### src/pkg/pcmc_pkg.sv
package pcmc_pkg;

    // Register byte addresses on the bus.
    localparam logic [3:0] PCMC_ADR_MULT   = 4'h0;
    localparam logic [3:0] PCMC_ADR_STATUS = 4'h4;
    localparam logic [3:0] PCMC_ADR_LOCKP  = 4'h8;
    localparam logic [3:0] PCMC_ADR_SRC    = 4'hC;

    // Multiplier field.
    localparam int         PCMC_MULT_W     = 5;
    localparam logic [4:0] PCMC_MULT_MAX   = 5'h12;
    localparam logic [4:0] PCMC_MULT_RST   = 5'h00;

    // Status and control field positions.
    localparam int PCMC_ST_REGGATE = 15;
    localparam int PCMC_ST_DIV_HI  = 8;
    localparam int PCMC_ST_DIV_LO  = 7;
    localparam int PCMC_ST_DETDIS  = 6;
    localparam int PCMC_ST_FEEDBLK = 5;
    localparam int PCMC_ST_MCLR    = 4;
    localparam int PCMC_ST_MFLAG   = 3;
    localparam int PCMC_ST_PWROFF  = 2;
    localparam int PCMC_ST_LOCK    = 0;

    // Clock source control field positions.
    localparam int PCMC_SRC_XTALDIS = 14;
    localparam int PCMC_SRC_XCLKDIS = 13;
    localparam int PCMC_SRC_SEC     = 1;
    localparam int PCMC_SRC_PRIM    = 0;

    // Values after reset.
    localparam logic [15:0] PCMC_LOCKP_RST = 16'hFFFF;
    localparam logic [1:0]  PCMC_DIV_RST   = 2'h0;
    localparam logic        PCMC_LOCK_RST  = 1'b1;

    // Divider select codes and the last phase of each output period.
    localparam logic [1:0] PCMC_DIV_BY2   = 2'h2;
    localparam logic [1:0] PCMC_DIV_BY1   = 2'h3;
    localparam logic [1:0] PCMC_LAST_BY4  = 2'h3;
    localparam logic [1:0] PCMC_LAST_BY2  = 2'h1;
    localparam logic [1:0] PCMC_LAST_BY1  = 2'h0;

    // Main clock generator modes.
    typedef enum logic [3:0] {
        PCMC_ST_BYPASS  = 4'h1,
        PCMC_ST_LOCKING = 4'h2,
        PCMC_ST_ENABLED = 4'h4,
        PCMC_ST_OFF     = 4'h8
    } pcmc_mode_e;

endpackage

### src/rtl/pcmc_top.sv
// The register addresses and the Wishbone slave port are this design's own decisions.
`timescale 1ns/10ps
module pcmc_top (
    // Clock and reset.
    input  wire logic                              clk_i,
    input  wire logic                              rst_i,
    // Wishbone classic slave.
    input  wire logic                              wb_cyc_i,
    input  wire logic                              wb_stb_i,
    input  wire logic                              wb_we_i,
    input  wire logic [3:0]                        wb_adr_i,
    input  wire logic [3:0]                        wb_sel_i,
    input  wire logic [31:0]                       wb_dat_i,
    output logic      [31:0]                       wb_dat_o,
    output logic                                   wb_ack_o,
    // System inputs.
    input  wire logic                              protected_write_enable_i,
    input  wire logic                              regulator_ready_i,
    input  wire logic                              ext_clock_alive_i,
    input  wire logic                              int_osc_one_alive_i,
    // Clock generator controls.
    output logic                                   cpu_tick_o,
    output logic      [pcmc_pkg::PCMC_MULT_W-1:0]  cpu_mult_o,
    output logic      [1:0]                        cpu_div_sel_o,
    output logic      [3:0]                        pll_mode_o,
    output logic                                   pll_powered_o,
    output logic                                   limp_mode_o,
    output logic                                   missing_reset_o,
    // Oscillator controls.
    output logic                                   osc_feed_block_o,
    output logic                                   crystal_osc_disable_o,
    output logic                                   ext_clock_input_disable_o,
    output logic                                   primary_source_select_o,
    output logic                                   secondary_source_select_o
);
    import pcmc_pkg::*;

    typedef struct packed {
        logic [4:0]  mult;
        logic [4:0]  applied_mult;
        logic [1:0]  applied_div;
        logic [1:0]  tick_cnt;
        logic        reg_gate_en;
        logic [1:0]  div_sel;
        logic        det_dis;
        logic        feed_blk;
        logic        pwr_off;
        logic        miss_flag;
        logic        lock_flag;
        logic [15:0] lock_prd;
        logic [15:0] lock_cnt;
        logic        xtal_dis;
        logic        xclk_dis;
        logic        prim_sel;
        logic        sec_sel;
        pcmc_mode_e  mode;
        logic        ack;
        logic [31:0] rdat;
        logic        miss_rst;
    } pcmc_state_s;

    pcmc_state_s q;
    pcmc_state_s n;
    logic        req;
    logic        wr;
    logic        relock;
    logic        ext_ok;
    logic        src2_miss;
    logic        src1_miss;
    logic        det_active;
    logic        pll_hold;
    logic [1:0]  last_phase;
    logic        tick;

    // Bus request decode; writes need the protection window open.
    assign req = wb_cyc_i & wb_stb_i & ~q.ack;
    assign wr  = req & wb_we_i & protected_write_enable_i;

    // External sources are usable only while they run and are not blocked.
    assign ext_ok    = ext_clock_alive_i & ~q.feed_blk;
    assign src2_miss = q.prim_sel & ~ext_ok &
                       (~q.sec_sel | ~(q.xtal_dis & q.xclk_dis));
    assign src1_miss  = ~q.prim_sel & ~int_osc_one_alive_i;
    assign det_active = ~q.det_dis & ~q.miss_flag;

    // Last phase of the current output period for the applied divider.
    always_comb begin
        case (q.applied_div)
            PCMC_DIV_BY2: last_phase = PCMC_LAST_BY2;
            PCMC_DIV_BY1: last_phase = PCMC_LAST_BY1;
            default:      last_phase = PCMC_LAST_BY4;
        endcase
    end
    assign tick = (q.tick_cnt == last_phase);

    // Next state of the whole block.
    always_comb begin
        n          = q;
        n.ack      = 1'b0;
        n.miss_rst = 1'b0;
        relock     = 1'b0;
        if (req) begin
            n.ack  = 1'b1;
            n.rdat = 32'h0000_0000;
            case (wb_adr_i)
                PCMC_ADR_MULT:   n.rdat[4:0] = q.mult;
                PCMC_ADR_STATUS: begin
                    n.rdat[PCMC_ST_REGGATE] = q.reg_gate_en;
                    n.rdat[PCMC_ST_DIV_HI:PCMC_ST_DIV_LO] = q.div_sel;
                    n.rdat[PCMC_ST_DETDIS]  = q.det_dis;
                    n.rdat[PCMC_ST_FEEDBLK] = q.feed_blk;
                    n.rdat[PCMC_ST_MFLAG]   = q.miss_flag;
                    n.rdat[PCMC_ST_PWROFF]  = q.pwr_off;
                    n.rdat[PCMC_ST_LOCK]    = q.lock_flag;
                end
                PCMC_ADR_LOCKP:  n.rdat[15:0] = q.lock_prd;
                PCMC_ADR_SRC:    begin
                    n.rdat[PCMC_SRC_XTALDIS] = q.xtal_dis;
                    n.rdat[PCMC_SRC_XCLKDIS] = q.xclk_dis;
                    n.rdat[PCMC_SRC_SEC]     = q.sec_sel;
                    n.rdat[PCMC_SRC_PRIM]    = q.prim_sel;
                end
                default:         n.rdat = 32'h0000_0000;
            endcase
        end
        // Multiplier writes; reserved codes leave the ratio untouched.
        if (wr && wb_adr_i == PCMC_ADR_MULT && wb_sel_i[0] &&
            wb_dat_i[4:0] <= PCMC_MULT_MAX) begin
            n.mult = wb_dat_i[4:0];
            relock = (wb_dat_i[4:0] != 5'h00);
        end
        // Status and control writes, lane by lane.
        if (wr && wb_adr_i == PCMC_ADR_STATUS) begin
            if (wb_sel_i[0]) begin
                n.div_sel[0] = wb_dat_i[PCMC_ST_DIV_LO];
                n.det_dis    = wb_dat_i[PCMC_ST_DETDIS];
                n.feed_blk   = wb_dat_i[PCMC_ST_FEEDBLK];
                n.pwr_off    = wb_dat_i[PCMC_ST_PWROFF];
                if (wb_dat_i[PCMC_ST_MCLR]) begin
                    n.miss_flag = 1'b0;
                end
            end
            if (wb_sel_i[1]) begin
                n.div_sel[1]  = wb_dat_i[PCMC_ST_DIV_HI];
                n.reg_gate_en = wb_dat_i[PCMC_ST_REGGATE];
            end
        end
        // Lock period writes.
        if (wr && wb_adr_i == PCMC_ADR_LOCKP) begin
            if (wb_sel_i[0]) begin
                n.lock_prd[7:0] = wb_dat_i[7:0];
            end
            if (wb_sel_i[1]) begin
                n.lock_prd[15:8] = wb_dat_i[15:8];
            end
        end
        // Source control writes; a primary change zeroes the multiplier.
        if (wr && wb_adr_i == PCMC_ADR_SRC) begin
            if (wb_sel_i[0]) begin
                n.prim_sel = wb_dat_i[PCMC_SRC_PRIM];
                n.sec_sel  = wb_dat_i[PCMC_SRC_SEC];
                if (wb_dat_i[PCMC_SRC_PRIM] != q.prim_sel) begin
                    n.mult = 5'h00;
                    relock = 1'b0;
                end
            end
            if (wb_sel_i[1]) begin
                n.xtal_dis = wb_dat_i[PCMC_SRC_XTALDIS];
                n.xclk_dis = wb_dat_i[PCMC_SRC_XCLKDIS];
            end
        end
        // Secondary source lost: fall back to oscillator one without limp.
        if (det_active && src2_miss) begin
            n.prim_sel  = 1'b0;
            n.mult      = 5'h00;
            n.miss_flag = 1'b0;
            relock      = 1'b0;
        end
        // Oscillator one lost: raise limp mode; this set wins over a clear.
        if (det_active && src1_miss) begin
            n.miss_flag = 1'b1;
            n.miss_rst  = 1'b1;
        end
        // Generator mode sequencing.
        case (q.mode)
            PCMC_ST_LOCKING: begin
                if (q.lock_cnt == 16'h0000) begin
                    n.mode      = PCMC_ST_ENABLED;
                    n.lock_flag = 1'b1;
                end else begin
                    n.lock_cnt = q.lock_cnt - 16'h0001;
                end
            end
            PCMC_ST_ENABLED: n.mode = PCMC_ST_ENABLED;
            PCMC_ST_BYPASS:  n.mode = PCMC_ST_BYPASS;
            PCMC_ST_OFF:     begin
                n.mode      = PCMC_ST_LOCKING;
                n.lock_cnt  = q.lock_prd;
                n.lock_flag = 1'b0;
            end
            default:         n.mode = PCMC_ST_BYPASS;
        endcase
        if (relock) begin
            n.mode      = PCMC_ST_LOCKING;
            n.lock_cnt  = n.lock_prd;
            n.lock_flag = 1'b0;
        end
        if (n.mult == 5'h00) begin
            n.mode      = PCMC_ST_BYPASS;
            n.lock_flag = 1'b1;
        end
        // Power-off or an unready gated regulator holds the generator down.
        pll_hold = n.pwr_off | (n.reg_gate_en & ~regulator_ready_i);
        if (pll_hold) begin
            n.mode      = PCMC_ST_OFF;
            n.lock_flag = 1'b1;
        end
        // Output period counter; new settings are taken only at a boundary.
        if (tick) begin
            n.tick_cnt    = 2'h0;
            n.applied_div = q.div_sel;
            n.applied_mult = (q.mode == PCMC_ST_ENABLED) ? q.mult : 5'h00;
        end else begin
            n.tick_cnt = q.tick_cnt + 2'h1;
        end
    end

    // State register; only the external or watchdog reset reaches it.
    always_ff @(posedge clk_i) begin
        if (rst_i) begin
            q             <= '0;
            q.mult        <= PCMC_MULT_RST;
            q.applied_div <= PCMC_DIV_RST;
            q.div_sel     <= PCMC_DIV_RST;
            q.lock_flag   <= PCMC_LOCK_RST;
            q.lock_prd    <= PCMC_LOCKP_RST;
            q.lock_cnt    <= PCMC_LOCKP_RST;
            q.mode        <= PCMC_ST_BYPASS;
        end else begin
            q <= n;
        end
    end

    // Output drive.
    assign wb_dat_o                  = q.rdat;
    assign wb_ack_o                  = q.ack;
    assign cpu_tick_o                = tick;
    assign cpu_mult_o                = q.applied_mult;
    assign cpu_div_sel_o             = q.applied_div;
    assign pll_mode_o                = q.mode;
    assign pll_powered_o             = (q.mode != PCMC_ST_OFF);
    assign limp_mode_o               = q.miss_flag & ~q.det_dis;
    assign missing_reset_o           = q.miss_rst;
    assign osc_feed_block_o          = q.feed_blk;
    assign crystal_osc_disable_o     = q.xtal_dis;
    assign ext_clock_input_disable_o = q.xclk_dis;
    assign primary_source_select_o   = q.prim_sel;
    assign secondary_source_select_o = q.sec_sel;
endmodule // pcmc_top

### config.mk
export PLATFORM = sky130hd
export DESIGN_NAME = pcmc_top
export DESIGN_NICKNAME = d
export VERILOG_FILES = /design/src/pkg/pcmc_pkg.sv /design/src/rtl/pcmc_top.sv
export SDC_FILE = /design/constraint.sdc
export NUM_CORES = 1
export LEC_CHECK = 0
export ABC_AREA = 1
export BUFFER_PORTS_ARGS = -buffer_cell sky130_fd_sc_hd__buf_2
export CAP_MARGIN = 20
export CELL_PAD_IN_SITES_DETAIL_PLACEMENT = 0
export CELL_PAD_IN_SITES_GLOBAL_PLACEMENT = 1
export CORE_MARGIN = 2
export CORE_UTILIZATION = 40
export CTS_CLUSTER_DIAMETER = 100
export DETAILED_ROUTE_END_ITERATION = 16
export GPL_ROUTABILITY_DRIVEN = 0
export PLACE_DENSITY_LB_ADDON = 0.05
export SLEW_MARGIN = 15
export SYNTH_ARGS = -nofsm -noshare
export SYNTH_HDL_FRONTEND = slang
export SYNTH_SLANG_ARGS = --single-unit
### constraint.sdc
create_clock -name clk_i -period 2.6 [get_ports clk_i]
set_input_delay 0.13 -clock clk_i [delete_from_list [all_inputs] [get_ports clk_i]]
set_output_delay 0.13 -clock clk_i [all_outputs]
set_load 0.05 [all_outputs]
==> impl_metrics.ini <==
[status]
outcome = completed

[global_routing]
antenna_found_initial = 0
grt_use_total_pct = 19.94
grt_pass1_wl_mm = 18.01
grt_pass1_vias = 3472
grt_max_degree = 52
overflow = 0

[detailed_routing]
first_pass_iters = 5
viasPerCell = 4.758
wl_mm = 11.29
drc = 0
vias = 3849
ant_nets = 0
drtIter0Drc = 163
wire_per_inst_um = 13.95

[clock_tree]
cts_sinks = 80
clock_latency_ps = 370
cts_buffer_depth = 2
cts_tree = yes
clkSlewWorstSetupHoldPaths_ps = 90
cts_root_buf = clkbuf_8
htreeDepth = 3
numCtsBuffers = 9

[logic_synthesis]
ys_warn_count = 0
ys_ff_latch = 80
synthCells = 627
syn_area_um2 = 4378
ys_seq_area_share_pct = 36.58
syn_area_per_cell_um2 = 6.982
synth_cell_types = 40

[cells_and_area]
fin_nets = 714
num_antenna_cells = 0
drive_gt1_share_pct = 19.13
fin_util_pct = 44.42
syn_to_final_growth_pct = 9.031
layoutNonFillerInstCount = 809
fillers = 1171

[critical_path]
cp.arrival_ps = 2220
crit_path_start_kind = flop
crit_type = flop to flop
cp_max_fo = 19
crit_path_end_kind = flop
worstPathRequired_ps = 2850

[sta]
fmax_ghz = 0.5081
maxSlewViolCount = 0
period_needed_ps = 1968
worst_slew_pin_slew_ps = 815.1
rsz0062_at_grt = false
tns_ps = 0
final.period_utilization_pct = 75.70
setup-violations-final = 0
slew_headroom_pct = 45.33
skew_ps = 10.49
hold_violations = 0

[power_and_ir_drop]
ir_worst_vdd_uv = 227.2
p_leak_nw = 2.364
finalPower_mw = 2.495
swShare_pct = 29.30
seq_power_share_pct = 50.7
p_comb_share_pct = 12.1
cellPowerDensity_nw_per_um2 = 522.6
p_int_mw = 1.764
p_clk_share_pct = 37.2
p_switching_mw = 0.7309

[floorplan]
ios = 102
die_h_um = 108.6
std_cell_rows = 38
initial_utilization_pct = 40.74
core-area_um2 = 10750
die-width_um = 108.6
die-area_um2 = 11800

[placement]
hpwl_mm = 8.480
place.port_buffers = 67
numPlacedInstances = 792

[min_path]
hold_path.class = primary input to flop

[job]
maxCapViolCount = 0
[Yosys cell counts, drive strengths merged]
cell / count / area share (%)
o21ai: 46 / 5.3
xor2: 4 / 0.80
clkinv: 1 / 0.086
nor2: 71 / 6.9
conb: 1 / 0.086
a22oi: 1 / 0.17
nor3: 13 / 2.3
a21oi: 30 / 3.4
nand2: 130 / 11
a31o: 1 / 0.20
dfxtp: 80 / 37
a221o: 2 / 0.46
nand3: 45 / 5.9
nand4: 7 / 1.0
inv: 79 / 6.8
a211oi: 3 / 0.51
o211ai: 19 / 3.3
or2: 17 / 2.4
clkbuf: 16 / 1.4
a221oi: 1 / 0.20
nand2b: 1 / 0.31
o22ai: 1 / 0.14
o221ai: 5 / 1.0
nor4: 1 / 0.14
ha: 1 / 0.29
buf: 47 / 8.1
xnor2: 4 / 0.80
[cells in the final DEF, fill, tap and decap left out, types with 3 or more instances in the layout]
master    netlist  layout
or2_2          16      16
o21ai_1         4       4
xor2_1          4       4
o221ai_1        5       5
nor2_2          5       5
xnor2_1         4       4
inv_1          76      76
o21ai_0        42      42
a211oi_1        3       3
o211ai_1       19      19
clkbuf_8        0       9
a21oi_1        30      30
nand3_2         4       4
nor2_1         63      63
nand2_2         3       3
nor3_1         10      10
nand4_1         7       7
nor2_4          3       3
buf_2           2      67
conb_1          1      16
nor3_4          3       3
nand3_1        40      40
dfxtp_1        80      80
nand2_1       126     126
buf_4          43       6
[power groups by stage]
stage	registers, mW	logic [mW]	clock network (mW)
detailed placement	1.29	0.303	0
global route	1.27	0.329	1.01
finish	1.26	0.302	0.928
global placement	1.29	0.302	0
floorplan	1.30	0.260	0
CTS	1.27	0.305	0.944
[logic make-up after synthesis]
kind of cell               count (synthesis)  share of synthesized area [%]
and+or+nand+nor                          285                          30.41
DFF                                       80                          36.58
adders and majority gates                  1                         0.2858
xor gates and xnor gates                   8                          1.600
buffers and inverters                    143                          16.40
other                                      1                        0.08566
AOI/OAI and AO/OA                        109                          14.63
[worst max-delay path: stages (launching register included)]
cell and delay, ps:
dfxtp_1 320, inv_1 80, nand3_4 140, nor2_4 320, nand4_1 180, nand2b_4 210
inv_4 190, nor3_4 50, buf_4 200, nand2_1 80, nand3_1 70
[flip-flops by register name (all words and copies together), names as in the netlist]
name,cells
q,46
wb_dat_o,16
cpu_mult_o,5
pll_mode_o,4
cpu_div_sel_o,2
crystal_osc_disable_o,1
ext_clock_input_disable_o,1
missing_reset_o,1
osc_feed_block_o,1
primary_source_select_o,1
secondary_source_select_o,1
wb_ack_o,1
[what timing repair did]
action / CTS / global route
resized for setup: 0 / 0
hold buffers: 1 / 0
buffers inserted: 0 / 0
endpoints found under the hold margin: 1 / 0
endpoints found under the setup margin: 0 / 0
[path summary, 6_finish.rpt]
check                    from     endpoint  slack (ps)  depth (start not counted)
hold / removal    wb_dat_i[8]        q[80]          30                          3
setup reg to reg     wb_ack_o        q[50]         630                         10
hold reg to reg   wb_dat_o[0]  wb_dat_o[0]         470                          2
setup / recovery     wb_ack_o        q[50]         630                         10
[area by class of cell]
| type | count | area (um^2) | area share (%) |
|---|---|---|---|
| multi-input combinational | 419 | 2115 | 44.30 |
| sequential | 80 | 1602 | 33.55 |
| timing repair buffer | 74 | 390.4 | 8.178 |
| inverter | 80 | 302.8 | 6.343 |
| tap | 140 | 175.2 | 3.670 |
| clock buffer | 11 | 131.4 | 2.752 |
| clock inverter | 5 | 57.56 | 1.206 |
[through the flow]
| stage | hold slack, ps | setup slack [ps] | instance area [um^2] |
|---|---|---|---|
| floorplan | 218.9 | 766.8 | 4434 |
| global placement | 329.0 | 677.7 | 4574 |
| detailed placement | 336.4 | 647.8 | 4574 |
| CTS | 28.61 | 616.4 | 4773 |
| global route | 38.03 | 471.1 | 4773 |
| finish | 30.30 | 631.9 | 4773 |
[routing by layer]
layer / global-route usage (%) / wire [um] / vias up
li1: - / - / 2045
met1: 29.50 / 6016 / 1713
met2: 29.46 / 4643 / 81
met3: 3.467 / 488 / 10
met4: 6.044 / 139 / 0
met5: 0 / 0 / -
No activity file was read; power rests on OpenSTA's default activity.
